==> src/hw/pbc_pkg.sv <==
// Package for the pin bit control cell
package pbc_pkg;
  // ==========================================================
  // Register map
  localparam logic [7:0] PBC_OFS_CTRL    = 8'h00;
  localparam logic [7:0] PBC_OFS_SRC     = 8'h01;
  localparam logic [7:0] PBC_OFS_STATUS  = 8'h02;
  localparam logic [7:0] PBC_OFS_CLEAR   = 8'h03;
  localparam logic [7:0] PBC_OFS_ENABLE  = 8'h04;
  localparam logic [7:0] PBC_OFS_NONE    = 8'h00;
  // ==========================================================
  // Field positions
  localparam int PBC_BIT_DATA = 0;
  localparam int PBC_BIT_DIR  = 1;
  localparam int PBC_FS_LO    = 2;
  localparam int PBC_FS_HI    = 4;
  // ==========================================================
  // Reset values
  localparam logic [2:0] PBC_RST_FS   = 3'h0;
  localparam logic       PBC_RST_DIR  = 1'b1;
  localparam logic       PBC_RST_DATA = 1'b1;
  // ==========================================================
  // Timing
  localparam int CLK_PERIOD_NS   = 10;
  localparam int FLASH_BASE_NS   = 10_000_000;
  localparam int FLASH_BASE_CYC  = FLASH_BASE_NS / CLK_PERIOD_NS;
  localparam int FILTER_CYC      = 4;
  // ==========================================================
  // Edge select codes
  typedef enum logic [2:0] {
    PBC_EDGE_NONE = 3'b000,
    PBC_EDGE_RISE = 3'b001,
    PBC_EDGE_FALL = 3'b010,
    PBC_EDGE_BOTH = 3'b011
  } pbc_edge_e;
endpackage : pbc_pkg

==> src/hw/pbc_cell.sv <==
// Pin bit control cell: flashing output, filtered edge interrupt input
`timescale 1ns/1ps
`default_nettype none
//
// Contract
// RULE_01 - As output, function select with direction and data chooses the pin toggle rate.
// RULE_02 - Output mode gives seven flash rates plus steady on and steady off.
// RULE_03 - As input, function select chooses which edge raises an interrupt.
// RULE_04 - Pin changes pass a filter and count only once the filter accepts them.
// RULE_05 - A valid selected edge asserts the low interrupt and loads the source register with the cell address.
// RULE_06 - Software should change direction and enable interrupts in separate writes.
// RULE_07 - Direction one makes an input, zero an output, each pin independent.
// RULE_08 - With data held fixed, toggling direction emulates open drain or open source.
// RULE_09 - After reset direction is one, an input with pull-up.
// RULE_10 - As output, written data sets the driven level.
// RULE_11 - As input, reading data returns the sampled pin level.
// RULE_12 - Reading data never returns the latch, always the pin.
// RULE_13 - After reset the data latch is one while reads return the pin.
// RULE_14 - Select encoding and filter length are fixed and documented.
module pbc_cell
  import pbc_pkg::*;
#(
  parameter logic [7:0] CELL_ADDR  = 8'hb0,
  parameter int         FLASH_BASE = FLASH_BASE_CYC,
  parameter int         FILT_LEN   = FILTER_CYC
) (
  input  wire logic       i_clk_sys,
  input  wire logic       i_resetn,
  input  wire logic [7:0] i_addr,
  input  wire logic [7:0] i_wdata,
  input  wire logic       i_wr,
  input  wire logic       i_rd,
  output logic      [7:0] o_rdata,
  input  wire logic       i_pin,
  output logic            o_pin,
  output logic            o_pin_oe,
  output logic            o_int_n
);
  // ==========================================================
  // Register state
  logic [2:0] fs_reg, fs_next;
  logic       dir_reg, dir_next;
  logic       dat_reg, dat_next;
  logic [7:0] src_reg, src_next;
  logic       sts_reg, sts_next;
  logic       ien_reg, ien_next;
  logic [7:0] rdata_reg, rdata_next;

  function automatic logic hit(input logic [7:0] a, input logic [7:0] ofs);
    hit = (a == ofs);
  endfunction : hit

  // ==========================================================
  // Input filter
  logic [15:0] fcnt_reg, fcnt_next;
  logic        pin_q_reg, pin_q_next;
  logic        flt_reg, flt_next;
  logic        valid_edge;

  always_comb begin
    pin_q_next = i_pin;
    flt_next   = flt_reg;
    fcnt_next  = 16'h0000;
    if (pin_q_reg != flt_reg) begin // [RULE_04]
      fcnt_next = fcnt_reg + 16'h0001;
      if (fcnt_reg >= 16'(FILT_LEN - 1)) begin // [RULE_14]
        flt_next  = pin_q_reg;
        fcnt_next = 16'h0000;
      end
    end
  end

  always_comb begin
    valid_edge = 1'b0;
    if (dir_reg && flt_next != flt_reg) begin // [RULE_03]
      case (fs_reg)
        PBC_EDGE_RISE: valid_edge = flt_next;
        PBC_EDGE_FALL: valid_edge = !flt_next;
        PBC_EDGE_BOTH: valid_edge = 1'b1;
        default:       valid_edge = 1'b0;
      endcase
    end
  end

  // ==========================================================
  // Flash rate divider
  logic [31:0] div_reg, div_next;
  logic [6:0]  phase_reg, phase_next;
  logic        tick;
  logic        flash_lvl;

  always_comb begin
    tick     = (div_reg >= 32'(FLASH_BASE - 1));
    div_next = tick ? 32'h0 : div_reg + 32'h1;
    phase_next = tick ? phase_reg + 7'h01 : phase_reg;
  end

  // Codes 1..7 select half periods base*2^(code-1); 0 is steady
  always_comb begin
    case (fs_reg) // [RULE_01] [RULE_02] [RULE_14]
      3'h0:    flash_lvl = dat_reg;
      3'h1:    flash_lvl = phase_reg[0];
      3'h2:    flash_lvl = phase_reg[1];
      3'h3:    flash_lvl = phase_reg[2];
      3'h4:    flash_lvl = phase_reg[3];
      3'h5:    flash_lvl = phase_reg[4];
      3'h6:    flash_lvl = phase_reg[5];
      3'h7:    flash_lvl = phase_reg[6];
      default: flash_lvl = dat_reg;
    endcase
  end

  // ==========================================================
  // Register bus
  always_comb begin
    fs_next    = fs_reg;
    dir_next   = dir_reg;
    dat_next   = dat_reg;
    src_next   = src_reg;
    ien_next   = ien_reg;
    sts_next   = sts_reg;
    rdata_next = 8'h00;
    if (i_wr && hit(i_addr, PBC_OFS_CTRL)) begin
      fs_next  = i_wdata[PBC_FS_HI:PBC_FS_LO];
      dir_next = i_wdata[PBC_BIT_DIR]; // [RULE_07] [RULE_08]
      dat_next = i_wdata[PBC_BIT_DATA]; // [RULE_10]
    end
    if (i_wr && hit(i_addr, PBC_OFS_ENABLE))
      ien_next = i_wdata[0];
    if (i_wr && hit(i_addr, PBC_OFS_CLEAR) && i_wdata[0])
      sts_next = 1'b0;
    if (valid_edge) begin // [RULE_05]
      sts_next = 1'b1;
      src_next = CELL_ADDR;
    end
    if (i_rd) begin
      case (i_addr)
        PBC_OFS_CTRL:   rdata_next = {3'h0, fs_reg, dir_reg, pin_q_reg}; // [RULE_11] [RULE_12]
        PBC_OFS_SRC:    rdata_next = src_reg;
        PBC_OFS_STATUS: rdata_next = {7'h00, sts_reg};
        PBC_OFS_ENABLE: rdata_next = {7'h00, ien_reg};
        default:        rdata_next = 8'h00;
      endcase
    end
  end

  always_ff @(posedge i_clk_sys) begin
    if (!i_resetn) begin
      fs_reg    <= PBC_RST_FS;
      dir_reg   <= PBC_RST_DIR; // [RULE_09]
      dat_reg   <= PBC_RST_DATA; // [RULE_13]
      src_reg   <= PBC_OFS_NONE;
      sts_reg   <= 1'b0;
      ien_reg   <= 1'b0;
      rdata_reg <= 8'h00;
      fcnt_reg  <= 16'h0000;
      pin_q_reg <= 1'b1;
      flt_reg   <= 1'b1;
      div_reg   <= 32'h0;
      phase_reg <= 7'h00;
      o_pin     <= PBC_RST_DATA;
      o_pin_oe  <= 1'b0;
      o_int_n   <= 1'b1;
    end else begin
      fs_reg    <= fs_next;
      dir_reg   <= dir_next;
      dat_reg   <= dat_next;
      src_reg   <= src_next;
      sts_reg   <= sts_next;
      ien_reg   <= ien_next;
      rdata_reg <= rdata_next;
      fcnt_reg  <= fcnt_next;
      pin_q_reg <= pin_q_next;
      flt_reg   <= flt_next;
      div_reg   <= div_next;
      phase_reg <= phase_next;
      o_pin     <= flash_lvl; // [RULE_01] [RULE_10]
      o_pin_oe  <= !dir_next; // [RULE_07] [RULE_08]
      o_int_n   <= !(sts_next && ien_next); // [RULE_05]
    end
  end

  assign o_rdata = rdata_reg;

  // ==========================================================
  // Assertion helpers
  // Run length of the sampled pin level, saturating
  logic [7:0] run_reg, run_next;

  always_comb begin
    run_next = 8'h00;
    if (pin_q_next == pin_q_reg && run_reg != 8'hff)
      run_next = run_reg + 8'h01;
    else if (pin_q_next == pin_q_reg)
      run_next = run_reg;
  end

  always_ff @(posedge i_clk_sys) begin
    if (!i_resetn)
      run_reg <= 8'h00;
    else
      run_reg <= run_next;
  end

  // ==========================================================
  // Assertions
  a_reset_dir_input: assert property (@(posedge i_clk_sys) // [RULE_09]
    $rose(i_resetn) |-> dir_reg && dat_reg && !o_pin_oe)
    else $error("direction not input after reset");
  a_input_no_drive: assert property (@(posedge i_clk_sys) disable iff (!i_resetn) // [RULE_07]
    dir_reg |=> !o_pin_oe || $past(i_wr))
    else $error("pin driven while input");
  a_read_pin: assert property (@(posedge i_clk_sys) disable iff (!i_resetn) // [RULE_12]
    i_rd && i_addr == PBC_OFS_CTRL |=> o_rdata[PBC_BIT_DATA] == $past(pin_q_reg))
    else $error("data read not from pin");
  a_src_addr: assert property (@(posedge i_clk_sys) disable iff (!i_resetn) // [RULE_05]
    valid_edge |=> src_reg == CELL_ADDR && sts_reg)
    else $error("source not loaded");
  a_int_level: assert property (@(posedge i_clk_sys) disable iff (!i_resetn) // [RULE_05]
    sts_reg && ien_reg |-> !o_int_n)
    else $error("interrupt not asserted");
  a_filter_gate: assert property (@(posedge i_clk_sys) disable iff (!i_resetn) // [RULE_04]
    flt_reg != $past(flt_reg) |-> $past(pin_q_reg) == flt_reg)
    else $error("filter took wrong level");
  a_steady_out: assert property (@(posedge i_clk_sys) disable iff (!i_resetn) // [RULE_02]
    fs_reg == 3'h0 && !dir_reg && $stable(dat_reg) |=> o_pin == $past(dat_reg))
    else $error("steady drive wrong");
  a_edge_input: assert property (@(posedge i_clk_sys) disable iff (!i_resetn) // [RULE_03]
    valid_edge |-> dir_reg && fs_reg != 3'h0)
    else $error("edge outside input mode");

  a_oe_follows_dir: assert property (@(posedge i_clk_sys) disable iff (!i_resetn) // [RULE_07]
    o_pin_oe == !dir_reg)
    else $error("drive enable not from direction");

  a_write_data: assert property (@(posedge i_clk_sys) disable iff (!i_resetn) // [RULE_10]
    i_wr && i_addr == PBC_OFS_CTRL |=> dat_reg == $past(i_wdata[PBC_BIT_DATA]))
    else $error("data latch not written");

  a_write_dir: assert property (@(posedge i_clk_sys) disable iff (!i_resetn) // [RULE_07]
    i_wr && i_addr == PBC_OFS_CTRL |=> dir_reg == $past(i_wdata[PBC_BIT_DIR]))
    else $error("direction not written");

  a_write_select: assert property (@(posedge i_clk_sys) disable iff (!i_resetn) // [RULE_01]
    i_wr && i_addr == PBC_OFS_CTRL |=> fs_reg == $past(i_wdata[PBC_FS_HI:PBC_FS_LO]))
    else $error("function select not written");

  a_open_drain: assert property (@(posedge i_clk_sys) disable iff (!i_resetn) // [RULE_08]
    i_wr && i_addr == PBC_OFS_CTRL |=> o_pin_oe == !$past(i_wdata[PBC_BIT_DIR]))
    else $error("direction write did not gate drive");

  a_flash_rate: assert property (@(posedge i_clk_sys) disable iff (!i_resetn) // [RULE_02]
    fs_reg != 3'h0 |=> o_pin == $past(phase_reg[fs_reg - 3'h1]))
    else $error("flash rate tap wrong");

  a_phase_step: assert property (@(posedge i_clk_sys) disable iff (!i_resetn) // [RULE_01]
    tick |=> phase_reg == $past(phase_reg) + 7'h01)
    else $error("flash phase did not step");

  a_div_range: assert property (@(posedge i_clk_sys) disable iff (!i_resetn) // [RULE_14]
    div_reg < 32'(FLASH_BASE))
    else $error("flash divider overran");

  a_filter_len: assert property (@(posedge i_clk_sys) disable iff (!i_resetn) // [RULE_04]
    flt_reg != $past(flt_reg) |-> $past(run_reg) >= 8'(FILT_LEN - 1))
    else $error("filter accepted a short pulse");

  a_fs_unused: assert property (@(posedge i_clk_sys) disable iff (!i_resetn) // [RULE_03]
    fs_reg[2] |-> !valid_edge)
    else $error("edge from unused select code");

  a_int_off: assert property (@(posedge i_clk_sys) disable iff (!i_resetn) // [RULE_05]
    !(sts_reg && ien_reg) |-> o_int_n)
    else $error("interrupt without enabled status");

  a_set_wins: assert property (@(posedge i_clk_sys) disable iff (!i_resetn) // [RULE_05]
    valid_edge && i_wr && i_addr == PBC_OFS_CLEAR |=> sts_reg)
    else $error("clear beat a new event");

  a_src_hold: assert property (@(posedge i_clk_sys) disable iff (!i_resetn) // [RULE_05]
    !valid_edge |=> $stable(src_reg))
    else $error("source changed without event");

  a_rdata_idle: assert property (@(posedge i_clk_sys) disable iff (!i_resetn) // [RULE_11]
    !i_rd |=> o_rdata == 8'h00)
    else $error("read data not cleared");

  a_read_fields: assert property (@(posedge i_clk_sys) disable iff (!i_resetn) // [RULE_07]
    i_rd && i_addr == PBC_OFS_CTRL |=> o_rdata[PBC_FS_HI:PBC_BIT_DIR] == $past({fs_reg, dir_reg}))
    else $error("control read wrong");

  a_read_status: assert property (@(posedge i_clk_sys) disable iff (!i_resetn) // [RULE_05]
    i_rd && i_addr == PBC_OFS_STATUS |=> o_rdata == {7'h00, $past(sts_reg)})
    else $error("status read wrong");

  a_reset_quiet: assert property (@(posedge i_clk_sys) // [RULE_09]
    $rose(i_resetn) |-> o_int_n && o_rdata == 8'h00)
    else $error("outputs not idle after reset");

  // ==========================================================
  // Cover points
  c_int_fire: cover property (@(posedge i_clk_sys) $fell(o_int_n));
  c_out_drive: cover property (@(posedge i_clk_sys) $rose(o_pin_oe));
  c_flash: cover property (@(posedge i_clk_sys) !dir_reg && fs_reg != 3'h0 && $changed(o_pin));
  c_glitch_drop: cover property (@(posedge i_clk_sys) fcnt_reg != 16'h0000 && pin_q_reg == flt_reg);
endmodule : pbc_cell
`default_nettype wire

==> config.mk <==
export PLATFORM = sky130hd
export DESIGN_NAME = pbc_cell
export DESIGN_NICKNAME = d
export VERILOG_FILES = /design/src/hw/pbc_pkg.sv /design/src/hw/pbc_cell.sv
export SDC_FILE = /design/constraint.sdc
export NUM_CORES = 1
export LEC_CHECK = 0
export ABC_AREA = 0
export BUFFER_PORTS_ARGS = -buffer_cell sky130_fd_sc_hd__clkbuf_2
export CORE_MARGIN = 4
export CORE_UTILIZATION = 53
export CTS_BUF_LIST = sky130_fd_sc_hd__clkbuf_8
export DETAILED_ROUTE_END_ITERATION = 8
export GPL_ROUTABILITY_DRIVEN = 0
export PLACE_DENSITY = 0.81
export SYNTH_ARGS = -nofsm -noshare
export SYNTH_HDL_FRONTEND = slang
export SYNTH_SLANG_ARGS = --single-unit
export TNS_END_PERCENT = 5
==> constraint.sdc <==
create_clock -name i_clk_sys -period 4.5 [get_ports i_clk_sys]
set_clock_uncertainty 0.15 [all_clocks]
set_input_delay 0.9 -clock i_clk_sys [delete_from_list [all_inputs] [get_ports i_clk_sys]]
set_output_delay 0.9 -clock i_clk_sys [all_outputs]
set_load 0.01 [all_outputs]
Word level (Yosys, flattened, before mapping):

Index checks and enable logic that the tools add are counted.

* flip-flop bits (word level): 76
* output and inout bits: 11
* input bits: 21
* logic and storage cells: 59

* bitwise gates (word level): 2
* equal/unequal tests: 13
* mux-type cells: 10
* reductions and logical operators: 14
* order comparisons: 2
* add/subtract/negate cells: 3

Operators with widths (count)
* 32-bit by 1-bit adder with 32-bit output (second input constant): 1
* 32-bit by 20-bit >= comparator with 1-bit output (second input constant): 1
* 8-bit case mux with 4 select lines: 1
* 16-bit by 1-bit adder with 16-bit output (second input constant): 1
* 8-bit by 2-bit == test with 1-bit output (second input constant): 2
* 16-bit by 2-bit >= comparator with 1-bit output (second input constant): 1
* 3-bit == test (second input constant): 4
* 8-bit by 1-bit == test with 1-bit output (second input constant): 1
* 8-bit by 3-bit == test with 1-bit output (second input constant): 1
* 8-bit logical NOT: 1
* 1-bit case mux with 8 select lines: 1
* 7-bit by 1-bit adder with 7-bit output (second input constant): 1
* 1-bit two-way mux: 7
* 3-bit by 2-bit == test with 1-bit output (second input constant): 2
* 1-bit logical AND: 6
* 3-bit by 1-bit == test with 1-bit output (second input constant): 1
* 1-bit logical NOT: 3
* 3-bit logical NOT: 1
* 1-bit case mux with 3 select lines: 1
* 3-bit OR reduction: 1
* 1-bit != test: 2
* 1-bit NOT: 2
* 2-bit AND reduction: 1
* 2-bit OR reduction: 1

Longest topological paths before layout:

* depth after elaboration: 9
* mapped depth: 7
* mapped depth without buffers: 6

Worst setup path before layout:

Ideal clock, no wire load.

* kind: input -> register
* start: in i_addr[3]
* end: reg o_pin_oe
* arrival: 2035 ps
* cell stages on the path: 5
* setup time: 115 ps
* buffers on the path: 0
* path slack: 2200 ps
* path through: or4_4 nor3_4 nand3_4 mux2i_1 and2_1

* word-level cells in the longest chain between the ends: 4

Ends and longest elaborated chain
* from (decl): line pbc_cell.sv:29 `input wire logic [7:0] i_addr,`
* 8-bit logical NOT: line pbc_cell.sv:50 `hit = (a == ofs);`
* 1-bit logical AND: line pbc_cell.sv:123 `if (i_wr && hit(i_addr, PBC_OFS_CTRL)) begin`
* 1-bit two-way mux: line pbc_cell.sv:123
* 1-bit logical NOT: line pbc_cell.sv:178 `o_pin_oe <= !dir_next;`
* to (signal assigned): line pbc_cell.sv:178
* to (decl): line pbc_cell.sv:36 `output logic o_pin_oe,`

No other way between the ends.
A chain may end at the register's enable or synchronous reset.

Worst setup path in the final report:

* start: reg div_reg[0]
* end: reg div_reg[10]

* word-level cells in the longest chain between the ends: 2
* elaborated cells on any way between the ends: 3
* those cells by class: add/sub (1); order compare (1); reduce/logical (1)

Ends and longest elaborated chain
* from (decl): line pbc_cell.sv:87 `logic [31:0] div_reg, div_next;`
* from (signal assigned): line pbc_cell.sv:175 `div_reg <= div_next;`
* 32-bit by 20-bit >= comparator with 1-bit output: line pbc_cell.sv:93 `tick = (div_reg >= 32'(FLASH_BASE - 1));`
* 2-bit OR reduction (no source line)

Several ways; a longest one is shown, not always the timed one.

==> summary.md <==
| Metric | Value |
|---|---|
| Status | complete, no violations |
| Critical path fanouts, max | 20 |
| First-pass GRT wire length | 7.72 mm |
| Met3 wire length | roughly 130 µm |
| Die area | 6300 µm² |
| Setup ws final | roughly 2.2 ns |
| Starting Density | approximately 56% |
| Vias in the first global route | approximately 1900 |
| Post-layout min period | 2.32 ns |
| DR top layer | met4 |
| Die Span Y | 79.4 µm |
| Sequential cell area | 1480 µm² |
| Power per Cell Area | slightly below 400 nW/µm² |
| Final setup viols | 0 |
| Largest net degree at the start of global routing | 21 |
| Leakage | 0.00132 µW |
| Top cell type by total area after synthesis | dfxtp_1 |
| Ys async rst share | 0% |
| Min-delay worst type | reg -> reg |
| Actual transition at the worst max-transition pin | approximately 0.76 ns |
| Worst Hold Slack | ~0.28 ns |
| Clock sinks | between 70 and 80 |
| ANT cells | 0 |
| Max-slew violation count | 0 |
| Setup repair bufs after CTS | 0 |
| CP endpoint kind | flip-flop |
| Sequential area share after synthesis | 54.8% |
| Fmax | 430 MHz |
| Crit share post-route | around half |
| Met1 wire length | ~2.1 mm |
| Total CTS buffers | 9 |
| Ports | 32 |
| CTS Root Cell | clkbuf_8 |
| Drt first pass iters | 4 |
| Cell Rows | 25 |
| Clock Tree Buf Depth | 2 |
| Detail Route met2 WL | roughly 2.2 mm |
| Clock slew at reported path FFs | 0.07 ns |
| Fill cells | 404 |
| Skew-Pair Late Insertion Delay | 0.33 ns |
| Yosys cell types | 41 |
| Die Wd | a little under 80 µm |
| Setup Crit Path Kind | reg -> reg |
| Number of DRC markers in iteration 0 | 69 |
| CTS Hold Bufs | 0 |
| Multi-input gate area | 1260 µm² |
| Fin Setup TNS | 0 ns |
| Number of flip-flops in the largest register | 32 |
| RSZ-0062 raised after global routing | no |
| Antenna violations before repair | 0 |
| H-Tree Depth | 3 |
| CTS tree | done |
| Mean routed wirelength per cell | 11.3 µm |
| Post-synth EDFFs | 0 |
| Finished Cell Area | about 3200 µm² |
| Post-Route WL | roughly 4.5 mm |
| Synth warn | 0 |
| Top cells by area, synth | dfxtp_1 (55%), nor2_1 (5.4%), mux2i_1 (5.2%) |
| Vias per cell | 4.81 |
| Mapped cell area | ~2700 µm² |
| Max-Cap Viols | 0 |
| Most common cell in the netlist | dfxtp_1 |
| Grt ovf | 0 |
| Post-CTS sizing | 0 |
| Post-synth top flop | dfxtp_1 |
| Post-Synthesis Cells | 266 |
| Input/output buffers | 27 |
| Fraction of layout cells with a size suffix above 1 | between 10% and 20% |
| Worst EP arrival | between 2 and 2.5 ns |
| Startpoint types | flip-flop |
| Relative slew slack | around half |
| Hold violation total from the final report | 0 |
| DR DRC count | 0 |
| Syn avg cell area | 10.2 µm² |
| Core Region | approximately 4800 µm² |
| Layout area overhead | 18.9% |
| Flops & latches, synth | between 70 and 80 |
| Area fraction of the dominant cell type after synthesis | between 50% and 60% |
| Final core utilization | 66.7% |
| DP Worst Slack | 2.05 ns |
| DRT antenna net count | 0 |
| Placed cell area | between 2000 and 3000 µm² |
| CP required | ~4.5 ns |
| Most frequent cells after synthesis | dfxtp_1 (74), nor2_1 (39), nand2_1 (23) |
| GRT Util Overall | between 10% and 20% |
| Vias | 1905 |
| Maximum VDD drop | roughly 270 µV |
| DPL Wire Length | around 3.3 mm |
| Nets@finish | 348 |
layout make-up:
class,count,share of cell area [%]
clock buffer,10,4.29
sequential,74,46.1
inverter,6,0.701
multi-input combinational,206,39.3
timing repair buffer,27,4.21
clock inverter,6,2.77
tap,67,2.61
per-layer routing:
metal | global-route usage (%) | vias to the layer above
met4 | 10.3 | 0
met1 | 18.4 | 874
met5 | 0 | -
li1 | - | 998
met2 | 26.8 | 25
met3 | 3.72 | 8
power by group:
group	switching, µW	total (µW)	internal [µW]
registers	6.48	677	670
logic	18.3	33.1	14.8
clock network	235	563	328
logic make-up (layout without fill, tap and decap cells):
| kind of cell | count (synthesis) | in the layout | synth area share, % |
|---|---|---|---|
| AND/OR/NAND/NOR | 127 | 127 | 25.2 |
| flip-flops | 74 | 74 | 54.8 |
| multiplexers | 16 | 16 | 6.85 |
| adder cells (fa/ha/maj) | 3 | 3 | 1.39 |
| other | 1 | 27 | 0.139 |
| buffers and inverters | 12 | 49 | 2.04 |
| AO/OA/AOI/OAI | 15 | 15 | 3.75 |
| XOR/XNOR | 18 | 18 | 5.84 |
placed cells by master, fill, tap and decap left out, types with 2 or more instances in the layout:
| master | Yosys | final |
|---|---|---|
| nand3_1 | 15 | 15 |
| ha_1 | 3 | 3 |
| clkbuf_2 | 0 | 27 |
| bufinv_16 | 0 | 2 |
| nor4_1 | 9 | 9 |
| a21oi_2 | 2 | 2 |
| nor2_1 | 39 | 39 |
| a21oi_1 | 5 | 5 |
| and3_1 | 6 | 6 |
| nor2b_1 | 2 | 2 |
| conb_1 | 1 | 27 |
| dfxtp_1 | 74 | 74 |
| clkinvlp_4 | 0 | 2 |
| nand2_1 | 23 | 23 |
| nor3_1 | 5 | 5 |
| nor3_4 | 2 | 2 |
| nand2b_1 | 7 | 7 |
| a21o_1 | 2 | 2 |
| xnor2_1 | 8 | 8 |
| inv_1 | 5 | 5 |
| nand4_1 | 7 | 7 |
| and2_1 | 3 | 3 |
| xor2_1 | 10 | 10 |
| clkbuf_8 | 0 | 10 |
| mux4_2 | 2 | 2 |
| mux2i_1 | 14 | 14 |
path summary, 6_finish.rpt:
| kind | start | endpoint | slack [ns] | cells past startpoint |
|---|---|---|---|---|
| worst max-delay path | div_reg[0] | div_reg[10] | 2.18 | 6 |
| worst min-delay path | fcnt_reg[0] | fcnt_reg[0] | 0.28 | 1 |
| worst max register to register | div_reg[0] | div_reg[10] | 2.18 | 6 |
| worst min register to register | fcnt_reg[0] | fcnt_reg[0] | 0.28 | 1 |
critical path: stages (launching register included):
cell and delay (ns):
dfxtp_1 0.36, ha_1 0.22, nand2_1 0.12, o21ai_0 0.27
nand4_2 0.30, nand3_1 0.64, nor2_1 0.13
through the flow:
step / std cells / power [µW]
floorplan: 292 / 710
detailed placement: 380 / 725
global placement: 380 / 723
global route: 396 / 1320
CTS: 396 / 1290
finish: 396 / 1270
No activity file was read; power rests on OpenSTA's default activity.
